$ cat config.mk
export PLATFORM = sky130hd
export DESIGN_NAME = bet_top
export DESIGN_NICKNAME = d
export VERILOG_FILES = /design/src/hdl/bet_pkg.sv /design/src/hdl/bet_top.sv
export SDC_FILE = /design/constraint.sdc
export NUM_CORES = 1
export LEC_CHECK = 0
export BUFFER_PORTS_ARGS = -buffer_cell sky130_fd_sc_hd__buf_2
export CAP_MARGIN = 25
export CELL_PAD_IN_SITES_DETAIL_PLACEMENT = 0
export CELL_PAD_IN_SITES_GLOBAL_PLACEMENT = 1
export CORE_UTILIZATION = 45
export DETAILED_ROUTE_END_ITERATION = 10
export PLACE_DENSITY = 0.87
export SETUP_SLACK_MARGIN = 0.4
export SYNTH_ARGS = -nofsm -noshare
export SYNTH_HDL_FRONTEND = slang
export SYNTH_SLANG_ARGS = --single-unit
$ cat constraint.sdc
create_clock -name core_clk -period 8.7 [get_ports core_clk]
set_input_delay 2.175 -clock core_clk [delete_from_list [all_inputs] [get_ports core_clk]]
set_output_delay 2.175 -clock core_clk [all_outputs]
set_load 0.005 [all_outputs]
$ cat src/hdl/bet_pkg.sv
/*
 Constants, types and register layout shared by the bit error rate tester.
 Assumes a 32-bit APB master and a framer that strobes one bit per slot time.
*/
package bet_pkg;

    // Register byte addresses on the APB side.
    localparam logic [7:0] ADDR_CTRL = 8'h00;
    localparam logic [7:0] ADDR_PAT = 8'h04;
    localparam logic [7:0] ADDR_AWC = 8'h08;
    localparam logic [7:0] ADDR_IFC = 8'h0C;
    localparam logic [7:0] ADDR_TXSEL = 8'h10;
    localparam logic [7:0] ADDR_RXSEL = 8'h14;
    localparam logic [7:0] ADDR_BCNT = 8'h18;
    localparam logic [7:0] ADDR_ECNT = 8'h1C;
    localparam logic [7:0] ADDR_INFO = 8'h20;
    localparam logic [7:0] ADDR_SR9 = 8'h24;

    // Field positions of tester_control_one.
    localparam int CTL_EN = 0;
    localparam int CTL_MODE = 1;
    localparam int CTL_LC = 4;
    localparam int CTL_MSK_SYNC = 5;
    localparam int CTL_MSK_ERR = 6;
    localparam int CTL_MSK_OVF = 7;
    localparam int CTL_LEN = 8;

    // Field positions of tester_interface_control.
    localparam int IFC_ACT = 0;
    localparam int IFC_DIR = 1;
    localparam int IFC_RX_FRAMING_BIT_USE = 2;
    localparam int IFC_TX_FRAMING_BIT_USE = 3;

    // Event flag positions, shared by event info and status nine.
    localparam int EV_SYNC = 0;
    localparam int EV_ERR = 1;
    localparam int EV_BOVF = 2;
    localparam int EV_EOVF = 3;

    // Reset values.
    localparam logic [31:0] CTRL_RST = 32'h0000_0000;
    localparam logic [31:0] PAT_RST = 32'hFFFF_FFFF;
    localparam logic [7:0] AWC_RST = 8'h01;
    localparam logic [3:0] IFC_RST = 4'h0;

    // Synchroniser thresholds in received bits.
    localparam logic [7:0] SYNC_GOOD = 8'h20;
    localparam logic [3:0] LOSS_ERRS = 4'h6;

    // Pattern modes held in the control mode field.
    typedef enum logic [2:0] {
        PM_PRBS7 = 3'h0,
        PM_PRBS11 = 3'h1,
        PM_PRBS15 = 3'h2,
        PM_QRSS = 3'h3,
        PM_REPEAT = 3'h4,
        PM_ALTWORD = 3'h5,
        PM_DALY = 3'h6
    } bet_mode_t;

    // Synchroniser states, one-hot.
    typedef enum logic [1:0] {
        SY_HUNT = 2'b01,
        SY_LOCK = 2'b10
    } bet_sync_t;

    // Slot timing from the framer.
    typedef struct packed {
        logic valid;
        logic fbit;
        logic [4:0] slot;
    } bet_slot_t;

    // Pattern generator state, used by both transmit and receive.
    typedef struct packed {
        logic [19:0] lfsr;
        logic [5:0] pos;
        logic [7:0] words;
        logic sel;
    } bet_gen_t;

endpackage

$ cat src/hdl/bet_top.sv
/*
 Bit error rate tester: pattern generator, checker, counters and APB registers.
 Assumes framer slot timing and data on core_clk, and a zero-wait APB master.
*/
// The placing of the registers and the APB slave port were left to the implementer.
`timescale 1ns/1ps
module bet_top #(
    parameter int BCNT_W = 32,
    parameter int ECNT_W = 24,
    parameter int DALY_LEN = 64,
    parameter logic [63:0] DALY_PAT = 64'h0000_0000_0000_0001
) (
    input wire logic core_clk,
    input wire logic nrst,
    input wire logic ce,
    input wire logic psel,
    input wire logic penable,
    input wire logic pwrite,
    input wire logic [7:0] paddr,
    input wire logic [31:0] pwdata,
    output logic [31:0] prdata,
    output logic pready,
    output logic pslverr,
    input wire bet_pkg::bet_slot_t frm_slot,
    input wire logic t1_mode,
    input wire logic net_tx_in,
    input wire logic bp_tx_in,
    input wire logic net_rx_in,
    input wire logic bp_rx_in,
    output logic net_tx_out,
    output logic bp_tx_out,
    output logic event_alert
);
    import bet_pkg::*;

    // Software visible state.
    logic [31:0] ctrl_reg, pat_reg, txsel_reg, rxsel_reg;
    logic [7:0] awc_reg;
    logic [3:0] ifc_reg, info_reg, sr9_reg;
    logic lc_seen_reg;
    // Counters and checker state.
    logic [BCNT_W-1:0] bcnt_reg;
    logic [ECNT_W-1:0] ecnt_reg;
    bet_sync_t sync_reg, sync_next;
    logic [7:0] good_reg;
    logic [5:0] win_reg;
    logic [3:0] werr_reg;
    bet_gen_t txg_reg, rxg_reg;
    logic net_tx_reg, bp_tx_reg;
    // Decoded control fields.
    logic [2:0] mode;
    logic [4:0] pat_len;
    logic enabled, dir_bp, wr_done, rd_done, addr_ok, lc_edge, tx_use;
    logic rx_use, rx_bit, gen_tx, exp_bit, rx_err, cnt_tick, is_prbs;
    logic [3:0] ev_set, msk;
    logic [31:0] rdata_next;
    bet_gen_t seed;

    assign mode = ctrl_reg[CTL_MODE+:3];
    assign pat_len = ctrl_reg[CTL_LEN+:5];
    assign enabled = ctrl_reg[CTL_EN] & ifc_reg[IFC_ACT];
    assign dir_bp = ifc_reg[IFC_DIR];
    assign is_prbs = (mode == PM_PRBS7) | (mode == PM_PRBS11) | (mode == PM_PRBS15)
        | (mode == PM_QRSS);
    assign seed = '{lfsr: pat_reg[19:0], pos: 6'h00, words: 8'h00, sel: 1'b0};

    // Feedback taps of the four PRBS polynomials.
    function automatic logic prbs_fb(bet_gen_t g);
        logic fb;
        case (mode)
            PM_PRBS7: fb = g.lfsr[6] ^ g.lfsr[5];
            PM_PRBS11: fb = g.lfsr[10] ^ g.lfsr[8];
            PM_PRBS15: fb = g.lfsr[14] ^ g.lfsr[13];
            default: fb = g.lfsr[19] ^ g.lfsr[16];
        endcase
        return fb;
    endfunction

    // Pattern bit at the present generator position.
    function automatic logic gen_bit(bet_gen_t g);
        logic b;
        case (mode)
            PM_PRBS7, PM_PRBS11, PM_PRBS15: b = prbs_fb(g);
            // QRSS forces a one after fourteen zeros.
            PM_QRSS: b = prbs_fb(g) | ~|g.lfsr[13:0];
            PM_REPEAT: b = pat_reg[g.pos[4:0]];
            PM_ALTWORD: b = pat_reg[{g.sel, g.pos[3:0]}];
            default: b = DALY_PAT[g.pos];
        endcase
        return b;
    endfunction

    // Advance a generator by one bit; the checker feeds received bits into its PRBS.
    function automatic bet_gen_t gen_step(bet_gen_t g, logic use_in, logic in_bit);
        bet_gen_t n;
        n = g;
        case (mode)
            PM_PRBS7, PM_PRBS11, PM_PRBS15, PM_QRSS: begin
                n.lfsr = {g.lfsr[18:0], use_in ? in_bit : prbs_fb(g)};
            end
            PM_REPEAT: begin
                n.pos = (g.pos[4:0] == pat_len) ? 6'h00 : g.pos + 6'h01;
            end
            PM_ALTWORD: begin
                n.pos = {2'b00, g.pos[3:0] + 4'h1};
                if (g.pos[3:0] == 4'hF) begin
                    n.words = g.words + 8'h01;
                    // A count of zero gives 256 words through wrap.
                    if (g.words == awc_reg - 8'h01) begin
                        n.words = 8'h00;
                        n.sel = ~g.sel;
                    end
                end
            end
            default: begin
                n.pos = (g.pos == 6'(DALY_LEN - 1)) ? 6'h00 : g.pos + 6'h01;
            end
        endcase
        return n;
    endfunction

    // Slot selection for each direction, framing bit only in T1.
    always_comb begin
        tx_use = 1'b0;
        rx_use = 1'b0;
        if (enabled && frm_slot.valid) begin
            if (frm_slot.fbit) begin
                tx_use = t1_mode & ifc_reg[IFC_TX_FRAMING_BIT_USE];
                rx_use = t1_mode & ifc_reg[IFC_RX_FRAMING_BIT_USE];
            end else begin
                tx_use = txsel_reg[frm_slot.slot];
                rx_use = rxsel_reg[frm_slot.slot];
            end
        end
    end

    assign rx_bit = dir_bp ? bp_rx_in : net_rx_in;
    assign gen_tx = gen_bit(txg_reg);
    assign exp_bit = gen_bit(rxg_reg);
    assign rx_err = rx_use & (rx_bit != exp_bit);
    assign cnt_tick = rx_use & (sync_reg == SY_LOCK);
    assign lc_edge = ctrl_reg[CTL_LC] ^ lc_seen_reg;

    // Transmit generator steps only in its own slots.
    always_ff @(posedge core_clk or negedge nrst) begin
        if (!nrst) begin
            txg_reg <= '0;
        end else if (ce) begin
            if (!enabled) begin
                txg_reg <= seed;
            end else if (tx_use) begin
                txg_reg <= gen_step(txg_reg, 1'b0, 1'b0);
            end
        end
    end

    // Registered data outputs; the tester replaces only its slots.
    always_ff @(posedge core_clk or negedge nrst) begin
        if (!nrst) begin
            net_tx_reg <= 1'b0;
            bp_tx_reg <= 1'b0;
        end else if (ce) begin
            net_tx_reg <= (tx_use && !dir_bp) ? gen_tx : net_tx_in;
            bp_tx_reg <= (tx_use && dir_bp) ? gen_tx : bp_tx_in;
        end
    end

    // Receive reference; outside PRBS modes a miss while hunting holds it one bit to slip.
    always_ff @(posedge core_clk or negedge nrst) begin
        if (!nrst) begin
            rxg_reg <= '0;
        end else if (ce) begin
            if (!enabled) begin
                rxg_reg <= seed;
            end else if (rx_use) begin
                if (is_prbs || sync_reg == SY_LOCK || !rx_err) begin
                    rxg_reg <= gen_step(rxg_reg, is_prbs, rx_bit);
                end
            end
        end
    end

    // Synchroniser: a clean run locks, an error burst in a window unlocks.
    always_comb begin
        sync_next = sync_reg;
        case (sync_reg)
            SY_HUNT: begin
                if (rx_use && !rx_err && good_reg == SYNC_GOOD - 8'h01) begin
                    sync_next = SY_LOCK;
                end
            end
            SY_LOCK: begin
                if (rx_err && werr_reg == LOSS_ERRS - 4'h1) begin
                    sync_next = SY_HUNT;
                end
            end
            default: sync_next = SY_HUNT;
        endcase
        if (!enabled) begin
            sync_next = SY_HUNT;
        end
    end

    // State register and the run and window counters behind it.
    always_ff @(posedge core_clk or negedge nrst) begin
        if (!nrst) begin
            sync_reg <= SY_HUNT;
            good_reg <= 8'h00;
            win_reg <= 6'h00;
            werr_reg <= 4'h0;
        end else if (ce) begin
            sync_reg <= sync_next;
            if (sync_next != sync_reg || !enabled) begin
                good_reg <= 8'h00;
                win_reg <= 6'h00;
                werr_reg <= 4'h0;
            end else if (rx_use) begin
                good_reg <= rx_err ? 8'h00 : good_reg + 8'h01;
                win_reg <= win_reg + 6'h01;
                // The error tally restarts each 64-bit window.
                if (win_reg == 6'h3F) begin
                    werr_reg <= 4'h0;
                end else if (rx_err) begin
                    werr_reg <= werr_reg + 4'h1;
                end
            end
        end
    end

    // Saturating counters, cleared by any change of the load bit.
    always_ff @(posedge core_clk or negedge nrst) begin
        if (!nrst) begin
            bcnt_reg <= '0;
            ecnt_reg <= '0;
            lc_seen_reg <= 1'b0;
        end else if (ce) begin
            lc_seen_reg <= ctrl_reg[CTL_LC];
            if (lc_edge) begin
                bcnt_reg <= '0;
                ecnt_reg <= '0;
            end else if (cnt_tick) begin
                if (!(&bcnt_reg)) begin
                    bcnt_reg <= bcnt_reg + 1'b1;
                end
                if (rx_err && !(&ecnt_reg)) begin
                    ecnt_reg <= ecnt_reg + 1'b1;
                end
            end
        end
    end

    // Events; an overflow fires on the step into the full value.
    always_comb begin
        ev_set = 4'h0;
        ev_set[EV_SYNC] = sync_next != sync_reg;
        ev_set[EV_ERR] = cnt_tick & rx_err;
        ev_set[EV_BOVF] = cnt_tick & ~lc_edge & (bcnt_reg == {{(BCNT_W-1){1'b1}}, 1'b0});
        ev_set[EV_EOVF] = cnt_tick & rx_err & ~lc_edge
            & (ecnt_reg == {{(ECNT_W-1){1'b1}}, 1'b0});
    end

    // APB strobes; the slave never inserts wait states beyond ce.
    assign wr_done = psel & penable & pwrite & ce;
    assign rd_done = psel & penable & ~pwrite & ce;
    assign pready = ce;
    assign addr_ok = (paddr[1:0] == 2'b00) && (paddr <= ADDR_SR9);
    assign pslverr = psel & penable & ~addr_ok;

    // Latched flags clear on read; a new event in that cycle wins.
    always_ff @(posedge core_clk or negedge nrst) begin
        if (!nrst) begin
            info_reg <= 4'h0;
            sr9_reg <= 4'h0;
        end else if (ce) begin
            if (rd_done && paddr == ADDR_INFO) begin
                info_reg <= ev_set;
            end else begin
                info_reg <= info_reg | ev_set;
            end
            if (rd_done && paddr == ADDR_SR9) begin
                sr9_reg <= ev_set;
            end else begin
                sr9_reg <= sr9_reg | ev_set;
            end
        end
    end

    // Alert reflects status nine gated by the mask bits.
    assign msk = {ctrl_reg[CTL_MSK_OVF], ctrl_reg[CTL_MSK_OVF:CTL_MSK_SYNC]};
    assign event_alert = |(sr9_reg & msk);

    // Register writes; the pattern word must be loaded before enabling.
    always_ff @(posedge core_clk or negedge nrst) begin
        if (!nrst) begin
            ctrl_reg <= CTRL_RST;
            pat_reg <= PAT_RST;
            awc_reg <= AWC_RST;
            ifc_reg <= IFC_RST;
            txsel_reg <= 32'h0000_0000;
            rxsel_reg <= 32'h0000_0000;
        end else if (wr_done) begin
            case (paddr)
                ADDR_CTRL: ctrl_reg <= {19'h0, pwdata[12:0]};
                ADDR_PAT: pat_reg <= pwdata;
                ADDR_AWC: awc_reg <= pwdata[7:0];
                ADDR_IFC: ifc_reg <= pwdata[3:0];
                ADDR_TXSEL: txsel_reg <= pwdata;
                ADDR_RXSEL: rxsel_reg <= pwdata;
                default: ;
            endcase
        end
    end

    // Read data is captured in the setup phase and held for access.
    always_comb begin
        case (paddr)
            ADDR_CTRL: rdata_next = ctrl_reg;
            ADDR_PAT: rdata_next = pat_reg;
            ADDR_AWC: rdata_next = {24'h0, awc_reg};
            ADDR_IFC: rdata_next = {28'h0, ifc_reg};
            ADDR_TXSEL: rdata_next = txsel_reg;
            ADDR_RXSEL: rdata_next = rxsel_reg;
            ADDR_BCNT: rdata_next = 32'(bcnt_reg);
            ADDR_ECNT: rdata_next = 32'(ecnt_reg);
            ADDR_INFO: rdata_next = {27'h0, info_reg, sync_reg == SY_LOCK};
            ADDR_SR9: rdata_next = {28'h0, sr9_reg};
            default: rdata_next = 32'h0000_0000;
        endcase
    end

    always_ff @(posedge core_clk or negedge nrst) begin
        if (!nrst) begin
            prdata <= 32'h0000_0000;
        end else if (ce && psel && !penable) begin
            prdata <= rdata_next;
        end
    end

    assign net_tx_out = net_tx_reg;
    assign bp_tx_out = bp_tx_reg;
endmodule

==> results of run 1 <==
==> cells by family after synthesis <==
logic type | synth area share
flip-flops | 0.458
AND/OR/NAND/NOR | 0.159
XOR/XNOR | 0.0412
AO/OA/AOI/OAI | 0.149
adder cells (fa/ha/maj) | 0.0125
multiplexers | 0.145
buffers and inverters | 0.0342
==> routing by layer <==
layer | vias to the layer above | track usage
met5 | - | 0
met4 | 0 | 0.103
met3 | 105 | 0.0445
met2 | 589 | 0.424
met1 | 7127 | 0.363
li1 | 6338 | -
==> metrics by stage <==
stage               worst slack [ns]  std cells  hold slack, ns
global placement                2.84       2191           0.463
CTS                             3.23       2257           0.487
global route                    2.97       2259           0.508
floorplan                       3.92       1684           0.445
detailed placement              2.67       2193           0.471
finish                          3.18       2259           0.481
==> Yosys cell counts (7+ instances only) <==
library cell | number | share of area
mux2i_1 | 40 | 0.024
and4_1 | 7 | 0.0036
a21oi_1 | 93 | 0.027
and3_1 | 25 | 0.0092
inv_1 | 40 | 0.0088
o41ai_1 | 7 | 0.0036
and2_1 | 28 | 0.010
mux2_2 | 124 | 0.082
dfrtp_1 | 276 | 0.41
nand2b_1 | 14 | 0.0051
or4_1 | 21 | 0.0093
or3_1 | 9 | 0.0033
buf_2 | 12 | 0.0035
nand4_1 | 35 | 0.013
a222oi_1 | 12 | 0.0071
o211ai_1 | 18 | 0.0079
mux4_2 | 30 | 0.040
xor2_1 | 41 | 0.021
o31ai_1 | 28 | 0.012
ha_1 | 17 | 0.012
a22oi_1 | 18 | 0.0079
nand2_1 | 161 | 0.035
a31oi_1 | 27 | 0.0099
dfstp_2 | 34 | 0.052
nor4_1 | 22 | 0.0081
xnor2_1 | 39 | 0.020
o21ai_0 | 86 | 0.025
nand3_1 | 53 | 0.016
nor2_1 | 133 | 0.029
clkbuf_1 | 73 | 0.016
a221oi_1 | 21 | 0.011
buf_1 | 15 | 0.0033
o311ai_0 | 11 | 0.0057
nor3_1 | 31 | 0.0091
==> worst reg2reg max path, stage by stage (launching register included) <==
cell	delay [ns]
dfrtp_1	0.85
mux4_2	0.59
a2bb2oi_1	0.16
nand3_1	0.10
a21boi_0	0.24
and2_1	0.25
a211oi_1	0.86
a21boi_1	0.53
o311ai_0	0.55
o31ai_1	0.15
==> power groups by stage <==
stage	sequential, mW	clock, mW	combinational (mW)
after CTS	1.51	1.58	0.184
final	1.51	1.57	0.184
after detailed placement	1.54	0	0.184
after floorplan	1.52	0	0.0868
after global routing	1.52	1.64	0.204
after global placement	1.54	0	0.180
==> final cells by class <==
class / count / area (sq um)
fill: 3398 / 17800
multi-input combinational: 1229 / 8670
sequential: 310 / 7800
clock buffer: 48 / 1040
timing repair buffer: 112 / 661
tap: 504 / 631
clock inverter: 16 / 190
inverter: 40 / 150
==> path summary, 6_finish.rpt <==
path	to	slack, ns	startpoint	cells past startpoint
setup / recovery	ecnt_reg[20]$_DFFE_PN0P_	3.18	frm_slot[0]	10
hold / removal	prdata[18]$_DFFE_PN0P_	0.48	prdata[18]$_DFFE_PN0P_	2
setup reg to reg	rxg_reg[12]$_DFFE_PN0P_	4.27	rxg_reg[11]$_DFFE_PN0P_	9
hold reg to reg	prdata[18]$_DFFE_PN0P_	0.48	prdata[18]$_DFFE_PN0P_	2
max in group asynchronous	ecnt_reg[5]$_DFFE_PN0P_	5.60	nrst	2
min in group asynchronous	txg_reg[6]$_DFFE_PN0P_	1.68	nrst	1
==> impl_metrics.ini, run 1 <==
[die]
core-area_sq_mm = 0.0370
die_width_microns = 197
start_util = 0.461
die_h_microns = 197
die_area_sq_mm = 0.0386
pin_count = 95
num_rows = 70

[power]
p_comb_frac = 0.056
peakVddDrop_v = 0.000131
finalPower_mw = 3.27
powerDensity_mw_per_mm2 = 171
cellLeakagePower_nw = 8.16
p_switching_uw = 790
seqPwrFrac = 0.464
internal_power_mw = 2.48
p_sw_frac = 0.242
clock_power_share = 0.480

[cells_and_area]
layout.cells.most_common = dfrtp_1
diodes = 0
syn_to_final_growth_pct = 12.4
drive_above_1_share = 0.214
post-route-util = 0.518
stdcell_area_sq_mm = 0.0191
layout_common_cells = 276 x dfrtp_1, 161 x nand2_1, 129 x nor2_1
finalNetCount = 1804

[sta]
final.setup.tns_ns = 0
finalSetupViolations = 0
slew_headroom = 0.256
timing.fmax_ghz = 0.181
period_share = 0.634
worst-slew-pin-transition_ns = 1.09
skew_ns = 0.0193
drv_slew = 0
period_needed_ns = 5.52
rsz0062_at_grt = no
hold_viol = 0

[setup_path]
cp_top_family = simple AND/OR/NAND/NOR gates
critical_path.max_stage_delay_ns = 0.60
cp_max_fo = 24
critPathBufInv = 1
crit_path_end_kind = flop
cp-start-kind = input pin
path_cells = buf_2 > mux4_2 > mux2i_1 > o211ai_1 > and3_1 > nand2_1 > nor2_1 > o211ai_1 > or4_1 > a21oi_1
critPathSlowestCell = or4_1
cp_data_required_time_ns = 9.17
cp.arrival_ns = 5.99
crit_path_frequent_cell = o211ai_1
critical_path_class = input pin to flop

[grt]
grt_pass1_wl_microns = 79700
grt_usage = 0.266
antenna_found_initial = 0
grt_max_degree = 132
grt_pass1_vias = 13716
grt_overflow = 0

[status]
outcome = completed

[logic_synthesis]
yosys_register_bits = 310
synth_edf_count = 0
ys.flop_type = dfrtp_1
syn_inst = 1684
ys_async_sr_fraction = 1.00
yosys_warnings = 0
yosysUniqueCellTypes = 70
synth.cell_area_sq_mm = 0.0170
synth_fp_nets = 1759
avgSynthCellArea_sq_um = 10.1
yosysSeqAreaShare = 0.458

[clock_tree]
cts_hold_buf = 0
insertion_delay_ns = 0.55
clk_root_buffer_cell = clkbuf_16
clkTransAtPathRegs_ns = 0.06
clock_sinks = 310
cts_buffer_depth = 3
cts_inserted_buffers = 36
post_cts_buffers = 0
htreeDepth = 2
cts_resized = 0
cts_tree = built

[routing]
drt_iter0_markers = 1203
top_layer = met4
vias = 14159
wirelength_microns = 50900
routed_via_density = 6.27
wl_per_cell_microns = 22.5
detail-route-antenna-nets = 0
first_pass_iters = 6
drc_errors = 0
met1Wirelength_microns = 21100
dr_wl_met3_microns = 4020
wl_met2_microns = 23800

[placed_design]
place.detailed.hpwl_microns = 36700
place_congestion = 0.932
port_buffers = 94
placed_cell_area_sq_mm = 0.0179

[hold_path]
hold_path_class = flop to flop

[run]
maxCapViolCount = 0
Power figures use the tool's default switching activity.
==> inputs of run 2 (changes only) <==
clock period = 5.4 ns   (was 8.7 ns; I/O delays follow)
==> impl_metrics.ini, run 2 (same netlist as run 1, synthesis figures left out) <==
[setup_path]
cp_max_fo = 14
critical_path.max_stage_delay_ns = 0.74
cp_data_required_time_ns = 5.81
critical_path_class = flop to flop
crit_path_end_kind = flop
cp-start-kind = flop
path_cells = mux4_2 > nand2b_1 > nand4_1 > a21boi_0 > and2_1 > a211o_1 > o21ai_0 > o2111ai_1 > o41ai_1
rrSetupSlack_ns = 1.21
critPathSlowestCell = dfrtp_1
cp.arrival_ns = 4.60

[clock_tree]
clock_sinks = 310
htreeDepth = 2
cts_hold_buf = 0
clk_root_buffer_cell = clkbuf_16
cts_buffer_depth = 3
cts_tree = built
post_cts_buffers = 0
cts_inserted_buffers = 35
insertion_delay_ns = 0.54
clkTransAtPathRegs_ns = 0.06
cts_resized = 0

[sta]
slew_headroom = 0.293
final.setup.tns_ns = 0
hold_viol = 0
drv_slew = 0
period_needed_ns = 4.19
skew_ns = 0.0274
period_share = 0.775
rsz0062_at_grt = no
finalSetupViolations = 0
timing.fmax_ghz = 0.239
worst-slew-pin-transition_ns = 1.06
fin_ws_ns = 1.21

[grt]
grt_pass1_wl_microns = 79900
grt_usage = 0.266
antenna_found_initial = 2
grt_max_degree = 122
grt_overflow = 0
grt_pass1_vias = 13789

[placed_design]
preCtsSetupSlack_ns = 0.805
place.detailed.hpwl_microns = 37300
port_buffers = 94
place_congestion = 0.949
dp.cells = 2206

[routing]
first_pass_iters = 6
wl_per_cell_microns = 22.5
drc_errors = 0
detail-route-antenna-nets = 0
wirelength_microns = 51000
vias = 14156
drt_iter0_markers = 1467
routed_via_density = 6.23

[cells_and_area]
finalNetCount = 1814
layout.cells.most_common = dfrtp_1
drive_above_1_share = 0.215
layout_common_cells = 276 x dfrtp_1, 161 x nand2_1, 129 x nor2_1
final_cells = 2271
syn_to_final_growth_pct = 12.4

[die]
pin_count = 95
die_area_sq_mm = 0.0386
core-area_sq_mm = 0.0370
num_rows = 70
die_width_microns = 197
start_util = 0.461
die_h_microns = 197

[power]
powerDensity_mw_per_mm2 = 271
cellLeakagePower_nw = 8.17
peakVddDrop_v = 0.000208

[status]
outcome = completed

[hold_path]
hold_path_class = flop to flop

[run]
maxCapViolCount = 0
-- run 2: changes by cell type in the layout (fill, tap and decap cells not counted), moves of 2 or more --
| cell | before | now |
|---|---|---|
| buf_12 | 2 | 0 |
| buf_4 | 15 | 28 |
| clkbuf_1 | 3 | 10 |
| clkinv_2 | 8 | 2 |
| clkinv_4 | 0 | 2 |
-- run 2: critical path: cells and delay by family, from the launching register on --
family	cells	cell delay, ns
muxes	1	0.57
DFF	1	0.74
and+or+nand+nor	3	0.54
AOI/OAI and AO/OA	5	2.23
-- run 2: cell type report --
type / instances / area (sq um)
Antenna cell: 1 / 2.50
Clock buffer: 54 / 1040
Clock inverter: 10 / 144
Fill cell: 3347 / 17800
Inverter: 40 / 150
Multi-Input combinational cell: 1229 / 8670
Sequential cell: 310 / 7800
Tap cell: 504 / 631
Timing Repair Buffer: 123 / 696
-- run 2: worst paths after layout --
check                                             from                       end  cells after the start
min in group asynchronous                         nrst    net_tx_out$_DFFE_PN0P_                      1
worst min register to register  prdata[19]$_DFFE_PN0P_    prdata[19]$_DFFE_PN0P_                      2
max in group asynchronous                         nrst  ctrl_reg[10]$_DFFE_PN0P_                      2
worst min-delay path            prdata[19]$_DFFE_PN0P_    prdata[19]$_DFFE_PN0P_                      2
worst max register to register  rxg_reg[9]$_DFFE_PN0P_   rxg_reg[14]$_DFFE_PN0P_                      9
worst max-delay path            rxg_reg[9]$_DFFE_PN0P_   rxg_reg[14]$_DFFE_PN0P_                      9
-- run 2: per-layer routing --
metal  global-route usage  routed length, microns
met3               0.0539                    4180
met2                0.418                   23600
met4                0.114                    2120
met1                0.359                   21100
met5                    0                       8
-- run 2: report_power, final --
group / leakage (nW) / switching [mW] / internal (mW) / total [mW]
registers: 4.10 / 0.0606 / 2.38 / 2.44
clock network: 0.576 / 1.01 / 1.44 / 2.45
logic: 3.49 / 0.192 / 0.106 / 0.298
total: 8.17 / 1.26 / 3.93 / 5.18
-- run 2: through the flow --
stage	area (sq um)	total power, mW	utilization	hold slack, ns
6_report	19100	5.18	0.518	0.480
2_1_floorplan	17000	2.60	-	0.445
4_1_cts	19100	5.21	0.518	0.485
3_3_place_gp	17900	2.77	0.485	0.463
5_1_grt	19100	5.35	0.518	0.502
3_5_place_dp	17900	2.78	0.486	0.472
